**src/logic/sscr_pkg.sv**
```systemverilog
// Purpose: Shared constants and types of the system status/control bank.
// Assumes: Registers are 8 bits in the low byte of an aligned 32-bit word.
// Notes: Byte address is four times the register index.
package sscr_pkg;
    // =========================================
    // Register indices
    // =========================================
    localparam logic [5:0] IDX_STATUS = 6'h0A;
    localparam logic [5:0] IDX_PA_DIR = 6'h11;
    localparam logic [5:0] IDX_PA_PULL = 6'h12;
    localparam logic [5:0] IDX_PA_WAKE = 6'h13;
    localparam logic [5:0] IDX_PB_DIR = 6'h15;
    localparam logic [5:0] IDX_PB_PULL = 6'h16;
    localparam logic [5:0] IDX_SYSCTL0 = 6'h1A;
    localparam logic [5:0] IDX_SYSCTL1 = 6'h1B;
    localparam logic [5:0] IDX_DIRSET = 6'h38;
    localparam logic [5:0] IDX_DIRCLR = 6'h39;
    // =========================================
    // Field positions
    // =========================================
    localparam int ST_TMO = 5;
    localparam int ST_PWRDN = 4;
    localparam int ST_OVF = 3;
    localparam int ST_Z = 2;
    localparam int ST_HC = 1;
    localparam int ST_C = 0;
    localparam int C0_DSRC = 6;
    localparam int C0_PFMT = 5;
    localparam int C0_PPIN = 3;
    localparam int C0_DPIN = 2;
    localparam int C0_LXLP = 1;
    localparam int C0_CMOD = 0;
    localparam int C1_EDGE = 6;
    localparam int C1_TB = 4;
    localparam int C1_WDT = 0;
    // =========================================
    // Masks and reset values
    // =========================================
    localparam logic [7:0] STATUS_WR_MASK = 8'h0F;
    localparam logic [7:0] C0_ADC_MASK = 8'h6F;
    localparam logic [7:0] C0_BASIC_MASK = 8'h47;
    localparam logic [7:0] SYSCTL0_RST = 8'h00;
    localparam logic [7:0] SYSCTL1_RST = 8'h8A;
    localparam logic [7:0] DIR_RST = 8'hFF;
    localparam logic [3:0] WDT_OFF = 4'hA;
    localparam logic [3:0] TB_EXP_BASE = 4'hA;
    localparam logic [1:0] RESP_OKAY = 2'h0;
    localparam logic [1:0] RESP_SLVERR = 2'h2;
    // =========================================
    // Carriers
    // =========================================
    // One ALU result with its carry information.
    typedef struct packed {
        logic arith;
        logic logic_op;
        logic rotate;
        logic [7:0] result;
        logic carry_out;
        logic carry_msb_in;
        logic nibble_carry;
        logic rot_carry;
    } sscr_alu_type;
    // Core system events, one-cycle pulses.
    typedef struct packed {
        logic wdt_timeout;
        logic watchdog_clear_instruction;
        logic halt;
    } sscr_sys_type;
    // Decoded control outputs.
    typedef struct packed {
        logic div_src_t1;
        logic pwm_fmt_71;
        logic pwm_pin;
        logic div_pin;
        logic slow_xtal_low_power;
        logic clk_slow;
        logic fast_rc_stop;
        logic tp_from_sys;
        logic irq_rise;
        logic irq_fall;
        logic [3:0] tb_exp;
        logic wdt_en;
    } sscr_ctl_type;
    // Whole state of the bank.
    typedef struct packed {
        logic [5:0] status;
        logic [7:0] system_control_zero_adc_variant;
        logic [7:0] system_control_one;
        logic [7:0] pa_dir;
        logic [7:0] pb_dir;
        logic [7:0] pa_pu;
        logic [7:0] pb_pu;
        logic [7:0] pa_wk;
        logic [7:0] pa_prev;
        logic [7:0] pa_pull;
        logic [7:0] pb_pull;
        logic wake;
        sscr_ctl_type ctl;
        logic awready;
        logic wready;
        logic aw_held;
        logic w_held;
        logic [5:0] aw_idx;
        logic [15:0] wdata;
        logic [1:0] wstrb;
        logic bvalid;
        logic [1:0] bresp;
        logic arready;
        logic rvalid;
        logic [5:0] rd_idx;
        logic [7:0] rdata;
        logic [1:0] rresp;
    } sscr_state_type;
endpackage : sscr_pkg

```
**src/logic/sscr_regs.sv**
```systemverilog
// Purpose: Status flags and system control registers over AXI4-Lite.
// Assumes: Core events and pins are synchronous to aclk.
// Notes: Summary of operation follows.
// Summary of operation
// - Status bits 7 and 6 read zero.
// - Timeout flag: set by timeout, cleared by watchdog clear or halt.
// - Power-down flag: halt sets, watchdog clear clears.
// - Status writes touch only four low flags.
// - Overflow is carry-in XOR carry-out of MSB.
// - Zero flag follows result equal to zero.
// - Half carry from low nibble carry.
// - Carry from carry out or rotate.
// - Direction bit one is input; bit ops.
// - Enabled port A falling edge wakes.
// - Pull-high only while pin is input.
// - Divider source: timer0 or timer1.
// - PWM format 6+2 or 7+1, ADC parts.
// - PWM pin select; prescaler from system clock.
// - Divider pin select routes divider output.
// - Slow crystal quick start or low power.
// - Clock mode picks slow crystal, stops RC, only with the RC-plus-slow-crystal option.
// - Edge field: off, rise, fall, both.
// - Time-base period two to ten..thirteen.
// - Watchdog off only for pattern 1010.
// - Option forces the watchdog always on.
module sscr_regs #(
    parameter int PA_W = 8,
    parameter int PB_W = 2,
    parameter bit ADC_VARIANT = 1'b1
) (
    input wire logic aclk,
    input wire logic aresetn,
    input wire logic [7:0] s_axi_awaddr,
    input wire logic s_axi_awvalid,
    output logic s_axi_awready,
    input wire logic [31:0] s_axi_wdata,
    input wire logic [3:0] s_axi_wstrb,
    input wire logic s_axi_wvalid,
    output logic s_axi_wready,
    output logic [1:0] s_axi_bresp,
    output logic s_axi_bvalid,
    input wire logic s_axi_bready,
    input wire logic [7:0] s_axi_araddr,
    input wire logic s_axi_arvalid,
    output logic s_axi_arready,
    output logic [31:0] s_axi_rdata,
    output logic [1:0] s_axi_rresp,
    output logic s_axi_rvalid,
    input wire logic s_axi_rready,
    input wire sscr_pkg::sscr_alu_type alu,
    input wire sscr_pkg::sscr_sys_type sys,
    input wire logic cfg_wdt_forced,
    input wire logic cfg_rc_plus_slow_xtal,
    input wire logic [PA_W-1:0] pa_pin,
    output logic [7:0] status_flags,
    output logic [PA_W-1:0] port_a_direction,
    output logic [PB_W-1:0] port_b_direction,
    output logic [PA_W-1:0] pa_pullup_en,
    output logic [PB_W-1:0] pb_pullup_en,
    output logic wake_req,
    output sscr_pkg::sscr_ctl_type ctl
);
    // =========================================
    // Constants and state
    // =========================================
    // Writable bits of control register zero for this variant.
    localparam logic [7:0] C0_MASK =
        ADC_VARIANT ? sscr_pkg::C0_ADC_MASK : sscr_pkg::C0_BASIC_MASK;
    // Registered state and its next value.
    sscr_pkg::sscr_state_type st_ff;
    sscr_pkg::sscr_state_type nxt_st;
    // Write strobe: address and data both held and no response pending.
    logic wr_fire;

    // Constant state after reset.
    function automatic sscr_pkg::sscr_state_type rst_state();
        sscr_pkg::sscr_state_type s;
        s = '0;
        s.system_control_zero_adc_variant = sscr_pkg::SYSCTL0_RST;
        s.system_control_one = sscr_pkg::SYSCTL1_RST;
        s.pa_dir = sscr_pkg::DIR_RST;
        s.pb_dir = sscr_pkg::DIR_RST;
        return s;
    endfunction : rst_state

    // True when an index names a register of the bank.
    function automatic logic mapped(input logic [5:0] i);
        return i == sscr_pkg::IDX_STATUS || i == sscr_pkg::IDX_PA_DIR ||
            i == sscr_pkg::IDX_PA_PULL || i == sscr_pkg::IDX_PA_WAKE ||
            i == sscr_pkg::IDX_PB_DIR || i == sscr_pkg::IDX_PB_PULL ||
            i == sscr_pkg::IDX_SYSCTL0 || i == sscr_pkg::IDX_SYSCTL1 ||
            i == sscr_pkg::IDX_DIRSET || i == sscr_pkg::IDX_DIRCLR;
    endfunction : mapped

    // Read value of one register; unused and set/clear aliases read zero.
    function automatic logic [7:0] rd_val(
        input sscr_pkg::sscr_state_type s,
        input logic [5:0] i
    );
        logic [7:0] v;
        v = 8'h00;
        unique case (i)
            sscr_pkg::IDX_STATUS: v = {2'h0, s.status};
            sscr_pkg::IDX_PA_DIR: v = s.pa_dir;
            sscr_pkg::IDX_PA_PULL: v = s.pa_pu;
            sscr_pkg::IDX_PA_WAKE: v = s.pa_wk;
            sscr_pkg::IDX_PB_DIR: v = s.pb_dir;
            sscr_pkg::IDX_PB_PULL: v = s.pb_pu;
            sscr_pkg::IDX_SYSCTL0: v = s.system_control_zero_adc_variant;
            sscr_pkg::IDX_SYSCTL1: v = s.system_control_one;
            default: v = 8'h00;
        endcase
        return v;
    endfunction : rd_val

    // Masks a register to the implemented pins of a port.
    function automatic logic [7:0] pin_mask(input int w);
        return 8'((16'h1 << w) - 16'h1);
    endfunction : pin_mask

    // Decodes the control registers into control outputs.
    function automatic sscr_pkg::sscr_ctl_type decode(
        input logic [7:0] c0,
        input logic [7:0] c1,
        input logic forced,
        input logic combo
    );
        sscr_pkg::sscr_ctl_type c;
        c = '0;
        c.div_src_t1 = c0[sscr_pkg::C0_DSRC];
        c.pwm_fmt_71 = c0[sscr_pkg::C0_PFMT];
        c.pwm_pin = c0[sscr_pkg::C0_PPIN];
        c.tp_from_sys = c0[sscr_pkg::C0_PPIN];
        c.div_pin = c0[sscr_pkg::C0_DPIN];
        c.slow_xtal_low_power = c0[sscr_pkg::C0_LXLP];
        c.clk_slow = c0[sscr_pkg::C0_CMOD] & combo;
        c.fast_rc_stop = c0[sscr_pkg::C0_CMOD] & combo;
        c.irq_rise = c1[sscr_pkg::C1_EDGE];
        c.irq_fall = c1[sscr_pkg::C1_EDGE+1];
        c.tb_exp = sscr_pkg::TB_EXP_BASE + {2'h0, c1[sscr_pkg::C1_TB +: 2]};
        c.wdt_en = forced ||
            (c1[sscr_pkg::C1_WDT +: 4] != sscr_pkg::WDT_OFF);
        return c;
    endfunction : decode

    // =========================================
    // Next-state logic
    // =========================================
    // Bus handshakes, register writes, flag updates and derived outputs.
    always_comb begin
        logic [7:0] b0;
        logic [7:0] b1;
        logic [7:0] m0;
        logic [7:0] m1;
        b0 = st_ff.wdata[7:0];
        b1 = st_ff.wdata[15:8];
        m0 = {8{st_ff.wstrb[0]}};
        m1 = {8{st_ff.wstrb[1]}};
        nxt_st = st_ff;
        wr_fire = st_ff.aw_held && st_ff.w_held && !st_ff.bvalid;
        // Capture address and data independently, in either order.
        if (s_axi_awvalid && st_ff.awready) begin
            nxt_st.aw_held = 1'b1;
            nxt_st.aw_idx = s_axi_awaddr[7:2];
        end
        if (s_axi_wvalid && st_ff.wready) begin
            nxt_st.w_held = 1'b1;
            nxt_st.wdata = s_axi_wdata[15:0];
            nxt_st.wstrb = s_axi_wstrb[1:0];
        end
        // Response retires when the master accepts it.
        if (st_ff.bvalid && s_axi_bready) begin
            nxt_st.bvalid = 1'b0;
        end
        // Perform the write once both halves are held.
        if (wr_fire) begin
            nxt_st.aw_held = 1'b0;
            nxt_st.w_held = 1'b0;
            nxt_st.bvalid = 1'b1;
            nxt_st.bresp = mapped(st_ff.aw_idx) ?
                sscr_pkg::RESP_OKAY : sscr_pkg::RESP_SLVERR;
            unique case (st_ff.aw_idx)
                sscr_pkg::IDX_STATUS: begin
                    // Only the four arithmetic flags take bus data.
                    nxt_st.status[3:0] = (st_ff.status[3:0] & ~m0[3:0]) |
                        (b0[3:0] & m0[3:0] & sscr_pkg::STATUS_WR_MASK[3:0]);
                end
                sscr_pkg::IDX_PA_DIR: nxt_st.pa_dir = (st_ff.pa_dir & ~m0) | (b0 & m0);
                sscr_pkg::IDX_PB_DIR: nxt_st.pb_dir = (st_ff.pb_dir & ~m0) | (b0 & m0);
                sscr_pkg::IDX_DIRSET: begin
                    // Single-bit set: ones in the data set direction bits.
                    nxt_st.pa_dir = st_ff.pa_dir | (b0 & m0);
                    nxt_st.pb_dir = st_ff.pb_dir | (b1 & m1);
                end
                sscr_pkg::IDX_DIRCLR: begin
                    // Single-bit clear: ones in the data clear direction bits.
                    nxt_st.pa_dir = st_ff.pa_dir & ~(b0 & m0);
                    nxt_st.pb_dir = st_ff.pb_dir & ~(b1 & m1);
                end
                sscr_pkg::IDX_PA_PULL: nxt_st.pa_pu = (st_ff.pa_pu & ~m0) | (b0 & m0);
                sscr_pkg::IDX_PB_PULL: nxt_st.pb_pu = (st_ff.pb_pu & ~m0) | (b0 & m0);
                sscr_pkg::IDX_PA_WAKE: nxt_st.pa_wk = (st_ff.pa_wk & ~m0) | (b0 & m0);
                // Unimplemented positions stay zero.
                sscr_pkg::IDX_SYSCTL0: nxt_st.system_control_zero_adc_variant = (st_ff.system_control_zero_adc_variant & ~m0) | (b0 & m0 & C0_MASK);
                sscr_pkg::IDX_SYSCTL1: nxt_st.system_control_one = (st_ff.system_control_one & ~m0) | (b0 & m0);
                // Unmapped index: no state changes, error response.
                default: nxt_st.bresp = sscr_pkg::RESP_SLVERR;
            endcase
        end
        // Address and data channels stay closed until the response retires.
        nxt_st.awready = !nxt_st.aw_held && !nxt_st.bvalid;
        nxt_st.wready = !nxt_st.w_held && !nxt_st.bvalid;
        // Read channel: one read in flight, answered the next cycle.
        if (st_ff.rvalid && s_axi_rready) begin
            nxt_st.rvalid = 1'b0;
        end
        if (s_axi_arvalid && st_ff.arready) begin
            nxt_st.rvalid = 1'b1;
            nxt_st.rd_idx = s_axi_araddr[7:2];
            nxt_st.rdata = rd_val(st_ff, s_axi_araddr[7:2]);
            nxt_st.rresp = mapped(s_axi_araddr[7:2]) ?
                sscr_pkg::RESP_OKAY : sscr_pkg::RESP_SLVERR;
        end
        nxt_st.arready = !nxt_st.rvalid;
        // ALU results override a same-cycle bus write of the flags.
        if (alu.arith) begin
            nxt_st.status[sscr_pkg::ST_OVF] = alu.carry_msb_in ^ alu.carry_out;
            nxt_st.status[sscr_pkg::ST_Z] = alu.result == 8'h00;
            nxt_st.status[sscr_pkg::ST_HC] = alu.nibble_carry;
            nxt_st.status[sscr_pkg::ST_C] = alu.carry_out;
        end else if (alu.logic_op) begin
            nxt_st.status[sscr_pkg::ST_Z] = alu.result == 8'h00;
        end else if (alu.rotate) begin
            nxt_st.status[sscr_pkg::ST_C] = alu.rot_carry;
        end
        // Timeout flag: a time-out in the same cycle beats the clear.
        if (sys.wdt_timeout) begin
            nxt_st.status[sscr_pkg::ST_TMO] = 1'b1;
        end else if (sys.watchdog_clear_instruction || sys.halt) begin
            nxt_st.status[sscr_pkg::ST_TMO] = 1'b0;
        end
        // Power-down flag: halt sets it, watchdog clear clears it.
        if (sys.halt) begin
            nxt_st.status[sscr_pkg::ST_PWRDN] = 1'b1;
        end else if (sys.watchdog_clear_instruction) begin
            nxt_st.status[sscr_pkg::ST_PWRDN] = 1'b0;
        end
        // Pull-high is gated by the input direction of each pin.
        nxt_st.pa_pull = st_ff.pa_pu & st_ff.pa_dir & pin_mask(PA_W);
        nxt_st.pb_pull = st_ff.pb_pu & st_ff.pb_dir & pin_mask(PB_W);
        // Falling edge on an enabled port A pin requests wake-up.
        nxt_st.pa_prev = 8'(pa_pin);
        nxt_st.wake = |(st_ff.pa_prev & ~8'(pa_pin) & st_ff.pa_wk & pin_mask(PA_W));
        nxt_st.ctl = decode(st_ff.system_control_zero_adc_variant, st_ff.system_control_one, cfg_wdt_forced, cfg_rc_plus_slow_xtal);
    end

    // =========================================
    // State register
    // =========================================
    // Synchronous active-low reset to constant values.
    always_ff @(posedge aclk) begin
        if (!aresetn) begin
            st_ff <= rst_state();
        end else begin
            st_ff <= nxt_st;
        end
    end

    // =========================================
    // Outputs, all straight from the state register
    // =========================================
    assign s_axi_awready = st_ff.awready;
    assign s_axi_wready = st_ff.wready;
    assign s_axi_bvalid = st_ff.bvalid;
    assign s_axi_bresp = st_ff.bresp;
    assign s_axi_arready = st_ff.arready;
    assign s_axi_rvalid = st_ff.rvalid;
    assign s_axi_rresp = st_ff.rresp;
    assign s_axi_rdata = {24'h000000, st_ff.rdata};
    assign status_flags = {2'h0, st_ff.status};
    assign port_a_direction = st_ff.pa_dir[PA_W-1:0];
    assign port_b_direction = st_ff.pb_dir[PB_W-1:0];
    assign pa_pullup_en = st_ff.pa_pull[PA_W-1:0];
    assign pb_pullup_en = st_ff.pb_pull[PB_W-1:0];
    assign wake_req = st_ff.wake;
    assign ctl = st_ff.ctl;
endmodule : sscr_regs

```
**config.mk**
```make
export PLATFORM = sky130hd
export DESIGN_NAME = sscr_regs
export DESIGN_NICKNAME = d
export VERILOG_FILES = /design/src/logic/sscr_pkg.sv /design/src/logic/sscr_regs.sv
export SDC_FILE = /design/constraint.sdc
export NUM_CORES = 1
export LEC_CHECK = 0
export BUFFER_PORTS_ARGS = -buffer_cell sky130_fd_sc_hd__buf_2
export CORE_ASPECT_RATIO = 0.5
export CORE_MARGIN = 2
export CORE_UTILIZATION = 29
export DETAILED_ROUTE_END_ITERATION = 8
export PLACE_DENSITY = 0.57
export SYNTH_ARGS = -nofsm -noshare
export SYNTH_HDL_FRONTEND = slang
export SYNTH_SLANG_ARGS = --single-unit
```
**constraint.sdc**
```tcl
create_clock -name aclk -period 3.5 [get_ports aclk]
set_clock_uncertainty 0.05 [all_clocks]
set_input_delay 0.35 -clock aclk [delete_from_list [all_inputs] [get_ports aclk]]
set_output_delay 0.35 -clock aclk [all_outputs]
set_load 0.02 [all_outputs]
```
Word level (Yosys, flattened, before mapping). Cells that the tools add are included.

Flip-flop bits (word level): 143. Bits in latches: 0. Bits in writable memories: 0. ROM bits: 0. Bits of input ports: 87. Output and inout port bits: 85. Word-level logic and storage cells: 181. Memories: 0.

$add $sub $neg: 1. Multipliers: 0. Div/mod/pow operators: 0. Magnitude comparators: 0. Equal/unequal tests: 21. Shifts and indexed selects: 0. Multiplexer cells: 31. Bitwise logic cells: 34. Reduce and logical (&&, ||, !) cells: 54.

Operator list (number): 8-bit AND (14); 6-bit by 5-bit == test with 1-bit output (second input constant) (14); 8-bit OR (8); 8-bit case mux with 8 select lines (1); 60-bit 2-to-1 mux (1); 8-bit case mux with 3 select lines (2); 8-bit 2-to-1 mux (5); 8-bit inverter (4); 6-bit == test (second input constant) (4); 1-bit logical OR (20); 2-bit AND reduction (9); 17-bit 2-to-1 mux (1); 1-bit 2-to-1 mux (15); 6-bit by 4-bit == test with 1-bit output (second input constant) (2); 3-bit nonzero test (4); 10-bit OR reduction (1); 1-bit logical AND (9); 4-bit AND (2); 8-bit logical NOT (1); 2-bit 2-to-1 mux (4); 8-bit by 7-bit OR with 8-bit output (1); 2-bit nonzero test (4); 8-bit OR reduction (1); 1-bit logical NOT (5); other kinds (9) (9).

Depth between registers and ports, before layout.
Word-level depth: 15. Mapped depth: 6. Mapped depth without buffers: 4.

Worst setup path before layout. No wires, ideal clock.

Kind: register to register. Start: register st_ff[40] (netlist bit). End: register with a tool-made name. Setup time: 0.145 ns. Arrival time: 1.643 ns. Required time: 3.305 ns. Path slack: 1.662 ns. Stages on the path, launching flop included: 7. Path buffers: 2. Period minus slack after synthesis: 1.838 ns. Cells stage by stage: dfxtp_1 -> or3b_1 -> buf_2 -> nor4_4 -> and3_1 -> buf_6 -> a221oi_2.

RTL lines: from (decl) (RTL line sscr_regs.sv:70) `sscr_pkg::sscr_state_type st_ff;`; from (signal assigned) (RTL line sscr_regs.sv:263) `st_ff <= rst_state();`; from (signal assigned) (RTL line sscr_regs.sv:265) `st_ff <= nxt_st;`.

==> run metrics <==
Cells after Synth 686; Clk Latency, worst-skew pair 420 ps; Placed Cells around 1000; DR WL/cell 16.2 µm; max-slew violations 0; post-synthesis mux area share 9.01%; Final Cycle Share 69.7%; post-synthesis xor/xnor area fraction 0.139%; Resized Gates After CTS 0; Synth warnings 0; setup bufs post-CTS 0; NumNets Final 821; DRC 0; CP max FO 11; Total Wirelength 17.0 mm; Routed Antenna Nets 0; initial antenna violation count 1; Setup crit start kind flop; Total GRT Usage around 15%; Arr. time, crit path 2670 ps; Area Overhead vs Synth 14.9%; Initial Util 29.3%; drt via density between 4 and 5; Initial DRC Count 310; largest family of logic cells by synthesized area simple AND/OR/NAND/NOR gates; core area 0.0215 mm²; htree depth 4; Setup TNS 0 ps; hold buffers post-CTS 0; fraction of layout cells with a size suffix above 1 between 20 and 25%; Hold Path Class in2reg; post-synthesis adder-cell area fraction 0%; die height ~110 µm; Clock transition at path regs 60 ps; die area 0.0231 mm²; CP Capture Type flop; clk root buf clkbuf_16; compound-gate portion of the synthesized area 14.9%; GR Overflow Total 0; most frequent cell after synthesis dfxtp_1; Layout fillers 2233; Setup CP Type reg2reg; Pwr per Cell Area 513 mW/mm²; largest net degree at the start of global routing 71; fin crit period between 2000 and 2500 ps; RSZ-0062 raised after global routing no; Seq/Total Area, Yosys a little over two fifths; Setup crit start st_ff[43]$_SDFFE_PN0P_; # port buffers 121; share of the synthesized area in the top cell type a little over two fifths; RR Startpoint st_ff[43]$_SDFFE_PN0P_; post-synthesis simple-gate area fraction 19.4%; clk sinks 135; Setup-failing EPs final 0; slack of the worst reg-to-reg path 1060 ps; worst slew pin tran 910 ps; leakage ~3.1 nW; total CTS buffers 17; Overall Power roughly 3.7 mW; Mapped Avg Cell Area ~9 µm²; HPWL after DPL 12.3 mm; pre-CTS setup slack about 1100 ps; endpoints failing hold 0; Required @ worst endpoint 3730 ps; Post-Syn Area 0.00632 mm²; ANT cells 0; Max Clk Rate 410 MHz; Die W 213 µm; status finished, final reports clean; number of flops mapped to enable cells by yosys 0; ys async rst share 0%; Post-Route Hold Slack between 80 and 90 ps; Synth area leader dfxtp_1; FF+latch count, synth roughly 140; clock buffer depth 2; Synth cell types 59; cell row count 38; setup ws final ~1100 ps; slew margin rel. 38.9%; routability cong. 0.806; Detailed Routing Iterations Pass 1 4; main flop type after synthesis dfxtp_1; maximum vdd drop approximately 0.27 mV; first-pass GRT wire length 25.6 mm; Finished Layout Cells 1047; IO Pins approximately 170; Worst Reg-to-Reg Cells 4; Vias 4934; dominant cells by area after synthesis dfxtp_1, buf_4, mux2i_1; Max-Cap Viols 0; CTS tree done; number of global-route vias before repair roughly 4500; Synth top cells by count dfxtp_1, nand2_1, buf_4
[worst min-delay path by stage]
stage | startpoint | end | slack (ps) | cells after the start
2_1_floorplan | aresetn | ctl[4]$_SDFF_PN0_ | 330 | 0
3_3_place_gp | st_ff[22]$_SDFFE_PN0P_ | st_ff[22]$_SDFFE_PN0P_ | 400 | 2
3_5_place_dp | st_ff[22]$_SDFFE_PN0P_ | st_ff[22]$_SDFFE_PN0P_ | 410 | 2
4_1_cts | sys[2] | status_flags[5]$_SDFFE_PN0P_ | 80 | 3
5_1_grt | sys[2] | status_flags[5]$_SDFFE_PN0P_ | 100 | 3
6_report | pa_pin[0] | st_ff[81]$_SDFF_PN0_ | 80 | 2
[metrics by stage]
step	utilization [%]	cell area (µm²)
floorplan	-	6420
global placement	30.8	6640
detailed placement	30.8	6640
CTS	33.7	7260
global route	33.7	7260
finish	33.7	7260
[critical path, stage by stage (launching register included)]
cell and delay, ps:
dfxtp_1 560, or3b_1 490, nor4_4 490, and3_1 560
a221oi_2 130
[report_power, final]
part | internal, mW | switching, mW | total [mW] | leakage [nW]
Sequential | 1.57 | 0.0428 | 1.61 | 1.10
Combinational | 0.0852 | 0.162 | 0.247 | 1.70
Clock | 1.18 | 0.685 | 1.86 | 0.299
[layout make-up]
| cell class | instances | area (µm²) | area share (%) |
|---|---|---|---|
| tap | 300 | 375 | 5.17 |
| timing repair buffer | 125 | 636 | 8.76 |
| clock inverter | 11 | 146 | 2.02 |
| clock buffer | 21 | 470 | 6.48 |
| multi-input combinational | 434 | 2850 | 39.3 |
| sequential | 135 | 2700 | 37.2 |
| inverter | 21 | 78.8 | 1.09 |
[cells by family after synthesis]
kind of cell              count (synthesis)
and+or+nand+nor                         224
xor gates and xnor gates                  1
other                                     1
AOI/OAI and AO/OA                       125
muxes                                    56
buffers and inverters                   144
DFF                                     135
[placed cells by master (no fill, tap or decap), types with 3 or more instances in the layout]
| cell | instances |
|---|---|
| nor4_4 | 4 |
| nor4_1 | 9 |
| buf_4 | 4 |
| a221oi_1 | 13 |
| nand3_1 | 10 |
| a211o_1 | 3 |
| a21oi_1 | 40 |
| nand3b_1 | 7 |
| and2_1 | 16 |
| a22o_1 | 14 |
| nand2_1 | 88 |
| bufinv_16 | 3 |
| nor2b_1 | 5 |
| buf_2 | 121 |
| o21ai_1 | 5 |
| inv_1 | 20 |
| nor3_1 | 4 |
| clkbuf_8 | 3 |
| o31ai_1 | 3 |
| o21ai_0 | 4 |
| dfxtp_1 | 135 |
| and3_1 | 16 |
| mux2_2 | 7 |
| nor3b_1 | 5 |
| clkinv_2 | 3 |
| a221oi_2 | 8 |
| a21boi_0 | 6 |
| o221ai_1 | 8 |
| a211oi_1 | 10 |
| clkbuf_16 | 17 |
| conb_1 | 28 |
| nand2b_1 | 5 |
| mux2i_1 | 49 |
| nor2_1 | 37 |
| or3b_1 | 3 |
[metal layers]
layer	track usage, %	routed length, µm
met2	23.2	7710
met1	20.5	8230
met4	5.69	282
met3	2.67	754
met5	0	13
(Power assumes the default switching activity.)
